[src/verilog/rhd_pkg.sv]
package rhd_pkg;

  // ----------------------------------------------------------------
  // Register offsets (byte addresses)
  // ----------------------------------------------------------------
  localparam logic [7:0] RHD_CAPS_OFFSET = 8'h48;
  localparam logic [7:0] RHD_MASKS_OFFSET = 8'h4c;

  // ----------------------------------------------------------------
  // Capabilities register fields
  // ----------------------------------------------------------------
  localparam int RHD_NO_OC_PROT_BIT = 12;
  localparam int RHD_OC_MODE_BIT = 11;
  localparam int RHD_COMPOUND_BIT = 10;
  localparam int RHD_NO_SWITCH_BIT = 9;
  localparam int RHD_SWITCH_MODE_BIT = 8;
  localparam int RHD_PORT_COUNT_LSB = 0;
  localparam int RHD_PORT_COUNT_W = 8;

  // ----------------------------------------------------------------
  // Port masks register fields
  // ----------------------------------------------------------------
  localparam int RHD_PWR_MASK_LSB = 16;
  localparam int RHD_REMOVABLE_LSB = 0;
  localparam int RHD_PORTS_W = 16;

  // ----------------------------------------------------------------
  // Reset values
  // ----------------------------------------------------------------
  localparam logic RHD_NO_OC_PROT_RST = 1'b0;
  localparam logic RHD_SWITCH_MODE_RST = 1'b1;
  localparam logic RHD_NO_SWITCH_RST = 1'b0;
  localparam logic RHD_COMPOUND_VAL = 1'b0;
  localparam logic [7:0] RHD_PORT_COUNT = 8'h01;
  localparam logic [7:0] RHD_PORT_COUNT_MIN = 8'h01;
  localparam logic [7:0] RHD_PORT_COUNT_MAX = 8'h0f;
  localparam logic [15:0] RHD_PWR_MASK_RST = 16'h0002;
  localparam logic [15:0] RHD_REMOVABLE_RST = 16'h0000;
  // Bit 0 of both per-port fields is reserved and held at zero
  localparam logic [15:0] RHD_PORT_KEEP = 16'hfffe;

  function automatic logic [15:0] rhd_valid_ports(input logic [7:0] cnt);
    logic [15:0] v;
    v = 16'h0000;
    for (int i = 1; i < 16; i++) begin
      v[i] = (8'(i) <= cnt);
    end
    return v;
  endfunction

endpackage

[src/verilog/rhd_pwr_if.sv]
`timescale 1ns/1ps
interface rhd_pwr_if;
  logic no_power_switching;
  logic power_switch_mode;
  logic [15:0] mask;
  logic [15:0] valid;
  logic glob_set;
  logic glob_clr;
  logic [15:0] port_set;
  logic [15:0] port_clr;
  logic [15:0] power;

  modport ctrl (
    output no_power_switching, power_switch_mode, mask, valid,
    output glob_set, glob_clr, port_set, port_clr,
    input power
  );
  modport sw (
    input no_power_switching, power_switch_mode, mask, valid,
    input glob_set, glob_clr, port_set, port_clr,
    output power
  );
endinterface

[src/verilog/rhd_root_hub_regs.sv]
`timescale 1ns/1ps
// Contract
// - Overcurrent report mode 0 reports all ports together, 1 per port.
// - The compound type flag always reads 0.
// - No power switching 0 means switched ports, 1 means always powered.
// - Power switch mode acts only while no power switching is clear.
// - Mode 0 powers ports together, mode 1 powers them individually.
// - Downstream port count sits in bits 7 to 0 and lies in 1 to 15.
// - The port power mask in bits 31 to 16 is ignored in mode 0.
// - Mask bit 0 is reserved; bits 1 and 2 cover ports 1 and 2.
// - Removable flags in bits 15 to 0, bit 0 reserved, set = fixed.
// - Report mode counts only with protection present; resets as mode.
// - Global set powers all ports, or only unmasked ones in mode 1.
module rhd_root_hub_regs
  import rhd_pkg::*;
(
  input wire logic clk_in,
  input wire logic reset_in,
  input wire logic [7:0] reg_addr_in,
  input wire logic reg_wr_in,
  input wire logic reg_rd_in,
  input wire logic [31:0] reg_wdata_in,
  input wire logic glob_pwr_set_in,
  input wire logic glob_pwr_clr_in,
  input wire logic [15:0] port_pwr_set_in,
  input wire logic [15:0] port_pwr_clr_in,
  output logic [31:0] reg_rdata_out,
  output logic oc_per_port_out,
  output logic [15:0] port_power_out,
  output logic [15:0] removable_out
);

  typedef struct packed {
    logic no_overcurrent_protect;
    logic overcurrent_report_mode;
    logic no_power_switching;
    logic power_switch_mode;
    logic [15:0] mask;
    logic [15:0] device_removable_flags;
    logic [31:0] rdata;
    logic oc_per_port;
  } rhd_regs_state_t;

  rhd_regs_state_t st_reg;
  rhd_regs_state_t st_next;
  logic [31:0] caps_word;
  logic [31:0] masks_word;
  logic wr_caps;
  logic wr_masks;

  rhd_pwr_if pwr ();

  // ----------------------------------------------------------------
  // Read images
  // ----------------------------------------------------------------
  always_comb begin
    caps_word = 32'h0000_0000;
    caps_word[RHD_NO_OC_PROT_BIT] = st_reg.no_overcurrent_protect;
    caps_word[RHD_OC_MODE_BIT] = st_reg.overcurrent_report_mode;
    caps_word[RHD_COMPOUND_BIT] = RHD_COMPOUND_VAL;
    caps_word[RHD_NO_SWITCH_BIT] = st_reg.no_power_switching;
    caps_word[RHD_SWITCH_MODE_BIT] = st_reg.power_switch_mode;
    caps_word[RHD_PORT_COUNT_LSB +: RHD_PORT_COUNT_W] = RHD_PORT_COUNT;
    masks_word = {st_reg.mask, st_reg.device_removable_flags};
  end

  assign wr_caps = reg_wr_in && (reg_addr_in == RHD_CAPS_OFFSET);
  assign wr_masks = reg_wr_in && (reg_addr_in == RHD_MASKS_OFFSET);

  // ----------------------------------------------------------------
  // Register update
  // ----------------------------------------------------------------
  always_comb begin
    st_next = st_reg;
    if (wr_caps) begin
      st_next.no_overcurrent_protect = reg_wdata_in[RHD_NO_OC_PROT_BIT];
      st_next.overcurrent_report_mode = reg_wdata_in[RHD_OC_MODE_BIT];
      st_next.no_power_switching = reg_wdata_in[RHD_NO_SWITCH_BIT];
      st_next.power_switch_mode = reg_wdata_in[RHD_SWITCH_MODE_BIT];
    end
    if (wr_masks) begin
      st_next.mask = reg_wdata_in[RHD_PWR_MASK_LSB +: RHD_PORTS_W]
        & RHD_PORT_KEEP;
      st_next.device_removable_flags =
        reg_wdata_in[RHD_REMOVABLE_LSB +: RHD_PORTS_W] & RHD_PORT_KEEP;
    end
    // Unmapped reads return zero so software never sees stale data
    st_next.rdata = 32'h0000_0000;
    if (reg_rd_in && reg_addr_in == RHD_CAPS_OFFSET) begin
      st_next.rdata = caps_word;
    end else if (reg_rd_in && reg_addr_in == RHD_MASKS_OFFSET) begin
      st_next.rdata = masks_word;
    end
    // per-port reporting only with protection present
    st_next.oc_per_port = !st_reg.no_overcurrent_protect
      && st_reg.overcurrent_report_mode;
  end

  always_ff @(posedge clk_in) begin
    if (reset_in) begin
      st_reg.no_overcurrent_protect <= RHD_NO_OC_PROT_RST;
      // report mode starts equal to switch mode
      st_reg.overcurrent_report_mode <= RHD_SWITCH_MODE_RST;
      st_reg.no_power_switching <= RHD_NO_SWITCH_RST;
      st_reg.power_switch_mode <= RHD_SWITCH_MODE_RST;
      st_reg.mask <= RHD_PWR_MASK_RST;
      st_reg.device_removable_flags <= RHD_REMOVABLE_RST;
      st_reg.rdata <= 32'h0000_0000;
      st_reg.oc_per_port <= 1'b0;
    end else begin
      st_reg <= st_next;
    end
  end

  // ----------------------------------------------------------------
  // Port power switching
  // ----------------------------------------------------------------
  assign pwr.no_power_switching = st_reg.no_power_switching;
  // switch mode meaningful only when switching exists
  assign pwr.power_switch_mode = st_reg.power_switch_mode
    && !st_reg.no_power_switching;
  assign pwr.mask = pwr.power_switch_mode ? st_reg.mask : 16'h0000;
  assign pwr.valid = rhd_valid_ports(RHD_PORT_COUNT);
  assign pwr.glob_set = glob_pwr_set_in;
  assign pwr.glob_clr = glob_pwr_clr_in;
  assign pwr.port_set = port_pwr_set_in;
  assign pwr.port_clr = port_pwr_clr_in;

  rhd_port_switch u_switch (
    .clk_in(clk_in),
    .reset_in(reset_in),
    .pwr(pwr)
  );

  assign reg_rdata_out = st_reg.rdata;
  assign oc_per_port_out = st_reg.oc_per_port;
  assign port_power_out = pwr.power;
  assign removable_out = st_reg.device_removable_flags;
endmodule

[src/verilog/rhd_port_switch.sv]
`timescale 1ns/1ps
module rhd_port_switch
  import rhd_pkg::*;
(
  input wire logic clk_in,
  input wire logic reset_in,
  rhd_pwr_if.sw pwr
);

  typedef struct packed {
    logic [15:0] power;
  } rhd_sw_state_t;

  rhd_sw_state_t st_reg;
  rhd_sw_state_t st_next;

  // ----------------------------------------------------------------
  // Port power switching
  // ----------------------------------------------------------------
  always_comb begin
    st_next = st_reg;
    for (int i = 1; i < 16; i++) begin
      if (pwr.no_power_switching) begin
        st_next.power[i] = 1'b1;
      end else if (!pwr.power_switch_mode || !pwr.mask[i]) begin
        // ganged control; mask ignored in global mode
        // global set reaches every port in mode 0, unmasked ports only in mode 1
        if (pwr.glob_set) begin
          st_next.power[i] = 1'b1;
        end else if (pwr.glob_clr) begin
          st_next.power[i] = 1'b0;
        end
      end else begin
        // masked port follows per-port commands only
        if (pwr.port_set[i]) begin
          st_next.power[i] = 1'b1;
        end else if (pwr.port_clr[i]) begin
          st_next.power[i] = 1'b0;
        end
      end
    end
    // Lanes beyond the port count never carry power
    st_next.power = st_next.power & pwr.valid;
  end

  always_ff @(posedge clk_in) begin
    if (reset_in) begin
      st_reg <= '0;
    end else begin
      st_reg <= st_next;
    end
  end

  assign pwr.power = st_reg.power;
endmodule

[config.mk]
export PLATFORM = sky130hd
export DESIGN_NAME = rhd_root_hub_regs
export DESIGN_NICKNAME = d
export VERILOG_FILES = /design/src/verilog/rhd_pkg.sv /design/src/verilog/rhd_pwr_if.sv /design/src/verilog/rhd_root_hub_regs.sv /design/src/verilog/rhd_port_switch.sv
export SDC_FILE = /design/constraint.sdc
export NUM_CORES = 1
export LEC_CHECK = 0
export BUFFER_PORTS_ARGS = -buffer_cell sky130_fd_sc_hd__buf_2
export CAP_MARGIN = 30
export CORE_UTILIZATION = 45
export DETAILED_ROUTE_END_ITERATION = 16
export GPL_ROUTABILITY_DRIVEN = 0
export PLACE_DENSITY_LB_ADDON = 0.12
export SYNTH_ARGS = -nofsm -noshare
export SYNTH_HDL_FRONTEND = slang
export SYNTH_HIERARCHICAL = 1
export SYNTH_SLANG_ARGS = --single-unit
export TNS_END_PERCENT = 10
[constraint.sdc]
create_clock -name clk_in -period 1.7 [get_ports clk_in]
set_clock_uncertainty 0.15 [all_clocks]
set_input_delay 0.34 -clock clk_in [delete_from_list [all_inputs] [get_ports clk_in]]
set_output_delay 0.34 -clock clk_in [all_outputs]
set_load 0.02 [all_outputs]
---- Yosys cells after proc, flatten, opt, wreduce, memory -nomap -nowiden ----
Index checks and enable logic that the tools add are counted.
storage, ports and cells
  register bits after elaboration ......... 82
  input port bits ......................... 78
  output and inout port bits .............. 65
  word-level logic and storage cells ...... 38
operators by class
  eq/ne operators ......................... 3
  multiplexer cells ....................... 9
  bitwise logic cells ..................... 1
  reduce and logical (&&, ||, !) cells .... 14
operators with widths
  kind                  count
  $mux W13              2
  $eq A8 B7 Y1 const B  2
  $logic_and A1 B1 Y1   6
  $mux W1               6
  $logic_not A1 Y1      4
  $ne A4 B4 Y1 const B  1
  $reduce_bool A4 Y1    1
  $reduce_or A3 Y1      1
  $mux W2               1
  $reduce_and A2 Y1     1
  $logic_or A1 B1 Y1    1
  $not A1 Y1            1

---- Depth between registers and ports, before layout ----
Gate-level depths: netlist (run 1).
  depth after elaboration ................. 7
  mapped depth ............................ 7
  depth with buffers taken out ............ 5

---- Cells and area by module ----
The synthesis (run 1) kept the hierarchy.
modules (own cells, without submodules)
  module             instances  cells each  area an instance (um^2)  sequential area each (um^2)
  rhd_root_hub_regs  1          260         2663.8                   1321.3
  rhd_port_switch    1          91          1042.2                   320.3

---- Worst setup path before layout (run 1) ----
OpenSTA, ideal clock, no wires.
  path kind ............................... flip-flop to flip-flop
  from .................................... reg st_reg, in the netlist caps_word[8]
  to ...................................... reg u_switch.st_reg, in the netlist u_switch/pwr.power[1]
  setup time .............................. 0.129 ns
  arrival ................................. 1.525 ns
  data required time ...................... 1.421 ns
  path slack .............................. -0.104 ns
  cell stages (with the launch flop) ...... 8
  path buffers ............................ 3
  period minus slack after synthesis ...... 1.804 ns
  cell sequence ........................... dfxtp_1 -> nor2b_1 -> clkbuf_1 -> buf_4 -> nand2b_4 -> buf_6 -> nor4b_1 -> nor4b_2
between the ends
  cells in the longest elaborated chain, start to end .. 6
  elaborated cells between the ends (all ways) .. 10
  those cells by class .................... eq/ne (1); mux (3); reduce/logical (6)
ends and longest elaborated chain
  item                                                    line                      RTL
  from (decl)                                             rhd_root_hub_regs.sv:44   rhd_regs_state_t st_reg;
  from (signal assigned)                                  rhd_root_hub_regs.sv:111  st_reg <= st_next;
  $logic_and A1 B1 Y1 *                                   rhd_root_hub_regs.sv:121  && !st_reg.no_power_switching;
  named net pwr.power_switch_mode                         rhd_pwr_if.sv:4           logic power_switch_mode;
  $mux W2                                                 rhd_root_hub_regs.sv:122  assign pwr.mask = pwr.power_switch_mode ? st_reg.mask : 16'h0000;
  $logic_not A1 Y1                                        rhd_port_switch.sv:25     end else if (!pwr.power_switch_mode || !pwr.mask[i]) begin
  $logic_or A1 B1 Y1 *                                    rhd_port_switch.sv:25
  $ne A4 B4 Y1 (no line), or another cell as far along    --
  $reduce_and A2 Y1 (no line) or $mux W1 (tied branches)  --
  to (signal assigned)                                    rhd_port_switch.sv:50     st_reg <= st_next;
  to (decl)                                               rhd_port_switch.sv:14     rhd_sw_state_t st_reg;
The timed path passes the listed nets; every way through them passes the cells marked *.
A chain may end at the register's enable or synchronous reset.

---- Worst setup path in the final report (run 1) ----
  from .................................... reg u_switch.st_reg, in the netlist u_switch/pwr.power[1]
  to ...................................... out port_power_out[1]
RTL lines
  item       line                     RTL
  to (decl)  rhd_root_hub_regs.sv:29  output logic [15:0] port_power_out,
No word-level cell between the ends.

==> impl_metrics.toml, run 1 <==
[critical_path]
cp-start-kind = "flip-flop"
cp.arrival_ns = 0.91
endpoint_kind = "output pin"
critical_path_class = "reg2out"
crit_buf_inv = 1
slowest_stage = "dfxtp_1"
crit_family = "flip-flops"
cp_max_fo = 3
critical-path-max-stage-delay_ns = 0.38
crit_chain = "buf_2"
crit_required_ns = 1.21

[cts]
cts_root_buf = "clkbuf_8"
insertion_delay_ns = 0.34
cts_buffer_depth = 2
cts.sinks = 82
cts_resized = 0
post_cts_buffers = 0
cts_inserted_buffers = 9
htreeDepth = 3
hold_buffers = 0
cts.reportedPaths.clkPinSlew_ns = 0.08
tritoncts = "yes"

[routing]
drc = 0
routedWlPerCell_um = 13.1
dr.first_iter.drc_count = 69
ant_nets = 0
drtPass1Iterations = 4
vias = 2804
routed_wirelength_um = 7690
viasPerCell = 4.76

[layout]
fillers = 745
area_delta_synth_final_pct = 23.2
utilization_pct = 58.2
drive_above_1_share_pct = 37.2
antenna_cells = 0
fin_nets = 561
fin_area_mm2 = 0.00457

[timing]
finalSetupViolations = 0
fmax_ghz = 0.714
grt_setup_unrepaired = "false"
fin_tns_setup_ns = 0
hold_viol_final = 0
fin_crit_sh_pct = 82.4
post-route-min-period_ns = 1.40
report.final.slew_viol_count = 0

[logic_synthesis]
yosysMostFrequentCell = "dfxtp_1"
postSynthAreaPerCell_um2 = 10.6
netlist_top_cells_count = "dfxtp_1, nand2b_1, and2_1"
synthArstFlopShare_pct = 0
ys_top_cells_by_area = "dfxtp_1, mux2i_1, nand2b_1"
synth_top_area_cell = "dfxtp_1"
ys_warn_count = 6
synth_ff_type = "dfxtp_1"
yosysTopAreaCellShare_pct = 44.3
synth_area_mm2 = 0.00371
ys_seq_area_share_pct = 44.3
synth_edf_count = 0
syn_inst = 351
synth_seq_cells = 82
synthDistinctLibCells = 30

[pwr]
switching_share_pct = 23.2
intPower_uw = 2690
comb_power_share_pct = 8.3
power_frac_clock_pct = 36.1
power_frac_seq_pct = 55.6
p_total_uw = 3510
switchingPower_uw = 815
leakage_uw = 0.00225
vdd_ir_drop_max_mv = 0.466
power.density_mw_per_mm2 = 768

[die]
start_util_pct = 47.2
core.rowCount = 32
die_y_um = 92.8
pin_count = 143
core_area_mm2 = 0.00785
die_area_mm2 = 0.00860
die_w_um = 92.8

[placed_design]
placed_cell_area_mm2 = 0.00440
port_buffers = 136
dp_hpwl_um = 5510

[min_path]
hp-class = "in2reg"

[global_routing]
grt_max_degree = 44
overflow = 0
grt_pass1_wl_um = 12400
grt.total_usage_pct = 18.7
antenna_found_initial = 0
grt_pass1_vias = 2610

[job]
maxCapViolations = 0

[outcome]
outcome = "finished, final reports clean"
registers in the layout, indices dropped and copies added (netlist names):
name and cells:
u_switch/pwr.power 16, reg_rdata_out 31, caps_word 3, masks_word 15
removable_out 15, oc_per_port_out 1, pwr.no_power_switching 1
cells by family (layout without fill, tap and decap cells):
group / Yosys count / in the layout / share of synthesized area, %
other: 2 / 18 / 0.203
buffers and inverters: 44 / 164 / 7.90
DFF: 82 / 82 / 44.3
muxes: 38 / 38 / 10.3
and+or+nand+nor: 168 / 168 / 31.7
AOI/OAI and AO/OA: 17 / 17 / 5.64
area by class of cell:
class | instances | area, µm² | area share (%)
multi-input cells | 241 | 1830 | 40.2
flip-flops and latches | 82 | 1640 | 35.9
repair buffers | 146 | 781 | 17.1
clock buffers | 13 | 159 | 3.48
well taps | 102 | 128 | 2.79
clock inverters | 2 | 12.5 | 0.274
inverters | 3 | 11.3 | 0.247
placed cells by master (no fill, tap or decap), types with 3 or more instances in the layout:
cell type  netlist  layout
a221oi_1         4       4
nor2_1          12      12
nand2b_1        60      60
buf_2            4     136
nor4b_2          9       9
a221oi_2        10      10
nor4b_1         19      19
clkbuf_8         0      11
mux2i_1         38      38
conb_1           2      18
inv_1            3       3
nor2b_1         16      15
dfxtp_1         82      82
buf_4           21       8
and2_1          41      41
worst paths after layout:
kind                                                          to  cells past startpoint                             start  slack, ns
worst min-delay path              removable_out[10]$_SDFFE_PP0P_                      3                  reg_wdata_in[10]        0.1
worst max register to register  u_switch/pwr.power[1]$_SDFF_PP0_                      5         caps_word[8]$_SDFFE_PP1P_       0.35
worst min register to register        oc_per_port_out$_SDFF_PP0_                      1        caps_word[12]$_SDFFE_PP0P_       0.33
worst max-delay path                           port_power_out[1]                      1  u_switch/pwr.power[1]$_SDFF_PP0_       0.30
tightest hold or removal path, stage by stage:
cell      delay (ns)
buf_2           0.10
nand2b_1        0.05
mux2i_1         0.05
layer usage:
layer	track usage, %	part of all wire (%)	vias up
met2	30.2	47	89
met3	3.94	6.1	9
met4	8.46	1.6	0
met1	24.0	45	1285
li1	-	-	1421
met5	0	0	-
stage by stage:
step,std cells,hold WS [ns],setup slack (ns)
floorplan,367,0.271,0.0224
global placement,574,0.303,0.0453
detailed placement,574,0.299,0.0287
CTS,589,0.0749,0.276
global route,589,0.0870,0.223
finish,589,0.0958,0.299
power by group through the flow:
| stage | combinational [µW] | sequential (µW) | clock, µW |
|---|---|---|---|
| 2_1_floorplan | 159 | 2020 | 0 |
| 3_3_place_gp | 290 | 2000 | 0 |
| 3_5_place_dp | 294 | 2000 | 0 |
| 4_1_cts | 294 | 1950 | 1310 |
| 5_1_grt | 320 | 1950 | 1400 |
| 6_report | 292 | 1950 | 1260 |
(Power assumes the default switching activity.)
==> run 2, diff against run 1 <==
clock period = 1.1 ns   (was 1.7 ns; I/O delays follow)
==> run 2 against run 1 <==
Largest power group unchanged. Critical path type unchanged. Critical path depth rose by 1. Power rose by 79%. Cell count rose by 9.2%. Critical endpoint unchanged. Worst setup slack got worse by 0.48 ns. Sequential cell count did not move. Count of clock-buffer cells in the layout fell by 4. The run now ends with negative setup slack left. Sequential power rose by 55%.
==> impl_metrics.toml, run 2 (synthesized netlist as in run 1, its figures left out) <==
[critical_path]
reg2reg_slack_ns = -0.15
r2r_start = "caps_word[8]$_SDFFE_PP1P_"
cp-start-kind = "flip-flop"
cp.arrival_ns = 0.91
crit_chain = "buf_6 -> buf_6"
critical_path_class = "reg2out"
endpoint_kind = "output pin"
r2r_end = "u_switch/pwr.power[1]$_SDFF_PP0_"
critical-path-max-stage-delay_ns = 0.33
slowest_stage = "dfxtp_2"
crit_required_ns = 0.73
r2r_cells = 4
cp_common_cell = "buf_6"
cp_max_fo = 2

[cts]
cts.reportedPaths.clkPinSlew_ns = 0.08
cts_inserted_buffers = 9
tritoncts = "yes"
cts_buffer_depth = 2
insertion_delay_ns = 0.36
cts_root_buf = "clkbuf_8"
cts.sinks = 82
htreeDepth = 3

[die]
pin_count = 143
core_area_mm2 = 0.00785
core.rowCount = 32
start_util_pct = 47.2
die_area_mm2 = 0.00860
die_w_um = 92.8
die_y_um = 92.8

[routing]
viasPerCell = 4.66
ant_nets = 0
vias = 2998
routedWlPerCell_um = 13.8
routed_wirelength_um = 8870
drtPass1Iterations = 4
drc = 0
dr.first_iter.drc_count = 71

[global_routing]
grt_pass1_vias = 3065
grt_pass1_wl_um = 14200
grt.total_usage_pct = 21.3
antenna_found_initial = 0
overflow = 0
grt_max_degree = 43

[pwr]
vdd_ir_drop_max_mv = 0.679
p_total_uw = 6280
comb_power_share_pct = 9.9
power_frac_seq_pct = 48.1
intPower_uw = 4880
switching_share_pct = 22.3
switchingPower_uw = 1400
power_frac_clock_pct = 42.0
leakage_uw = 0.00263
power.density_mw_per_mm2 = 1120

[layout]
area_delta_synth_final_pct = 52.0
largest_reg_flops = 31
fin_nets = 614
fin_area_mm2 = 0.00563
drive_above_1_share_pct = 51.2
layout_common_cells = "buf_2, buf_6, dfxtp_2, nand2b_1, and2_1"
regArea_mm2 = 0.00172
final_common_cell = "buf_2"
antenna_cells = 0
fillers = 599
multi_input_area_mm2 = 0.00187

[min_path]
hold_start = "reg_addr_in[2]"
hp-class = "in2reg"
worstHoldEndpoint = "reg_rdata_out[0]$_SDFF_PP0_"
hold_depth = 3

[timing]
hold_viol_final = 0
post-route-min-period_ns = 1.28
fin_crit_sh_pct = 116
report.final.slew_viol_count = 0
fmax_ghz = 0.781
grt_setup_unrepaired = "true"
fin_tns_setup_ns = -5.69
worst_slack_ns = -0.181
finalSetupViolations = 93

[job]
maxCapViolations = 0

[placed_design]
port_buffers = 136
dp_hpwl_um = 5720
placed_cell_area_mm2 = 0.00448

[outcome]
outcome = "complete, but fails checks"
violations = "negative setup slack"
run 2: cell count changes in the layout (fill, tap and decap cells not counted), moves of 2 or more:
cell	change
clkbuf_1	-2
buf_2	-65
bufinv_16	+3
clkbuf_8	-2
dlygate4sd3_1	+30
buf_4	+22
dfxtp_2	+65
buf_6	+66
dfxtp_1	-65
run 2: layer usage:
| metal | share of wire [%] | track usage [%] |
|---|---|---|
| met5 | 0 | 0 |
| met4 | 1.2 | 7.44 |
| met3 | 5.4 | 5.50 |
| met2 | 50 | 37.3 |
| met1 | 44 | 25.0 |
run 2: final cells by class:
type                       instances  area share [%]
inverter                           3           0.200
tap                              102            2.27
sequential                        82            30.6
clock inverter                     7            2.07
multi-input combinational        241            33.1
timing repair buffer             199            29.5
clock buffer                       9            2.20
run 2: worst max-delay path by stage:
stage                                             start                               end  slack (ns)  cells after the start
detailed placement                       reg_addr_in[7]        caps_word[12]$_SDFFE_PP0P_       -0.42                      4
floorplan                     caps_word[8]$_SDFFE_PP1P_  u_switch/pwr.power[1]$_SDFF_PP0_       -0.39                      7
global placement                         reg_addr_in[7]         caps_word[8]$_SDFFE_PP1P_       -0.39                      4
finish                 u_switch/pwr.power[1]$_SDFF_PP0_                 port_power_out[1]       -0.18                      2
global route        pwr.no_power_switching$_SDFFE_PP0P_  u_switch/pwr.power[1]$_SDFF_PP0_       -0.22                      4
CTS                    u_switch/pwr.power[1]$_SDFF_PP0_                 port_power_out[1]       -0.20                      2
run 2: metrics by stage:
stage	util, %	std cells	hold WS (ns)	setup WS (ns)
after floorplan	-	367	0.222	-0.387
after global placement	57.1	582	0.304	-0.385
after detailed placement	57.1	582	0.300	-0.415
after CTS	71.0	637	0.0408	-0.195
after global routing	71.8	643	0.0511	-0.222
final	71.8	643	0.0576	-0.181
run 2: worst max-delay path, delay by kind of cell (launching register included):
| kind | cells | cell delay, ns |
|---|---|---|
| flip-flops | 1 | 0.33 |
| buffers and inverters | 2 | 0.23 |
run 2: repair_timing:
action	in CTS	in global routing
pin swaps	0	1
buffers inserted	9	6
resized for setup	190	5
setup endpoints to repair	91	124
hold buffers	30	0
endpoints found under the hold margin	32	0
run 2: power groups by stage:
stage	registers, µW	logic (µW)	clock network [µW]
global route	3020	674	2820
finish	3020	624	2640
detailed placement	3090	467	0
global placement	3080	463	0
floorplan	3120	250	0
CTS	3020	605	2690
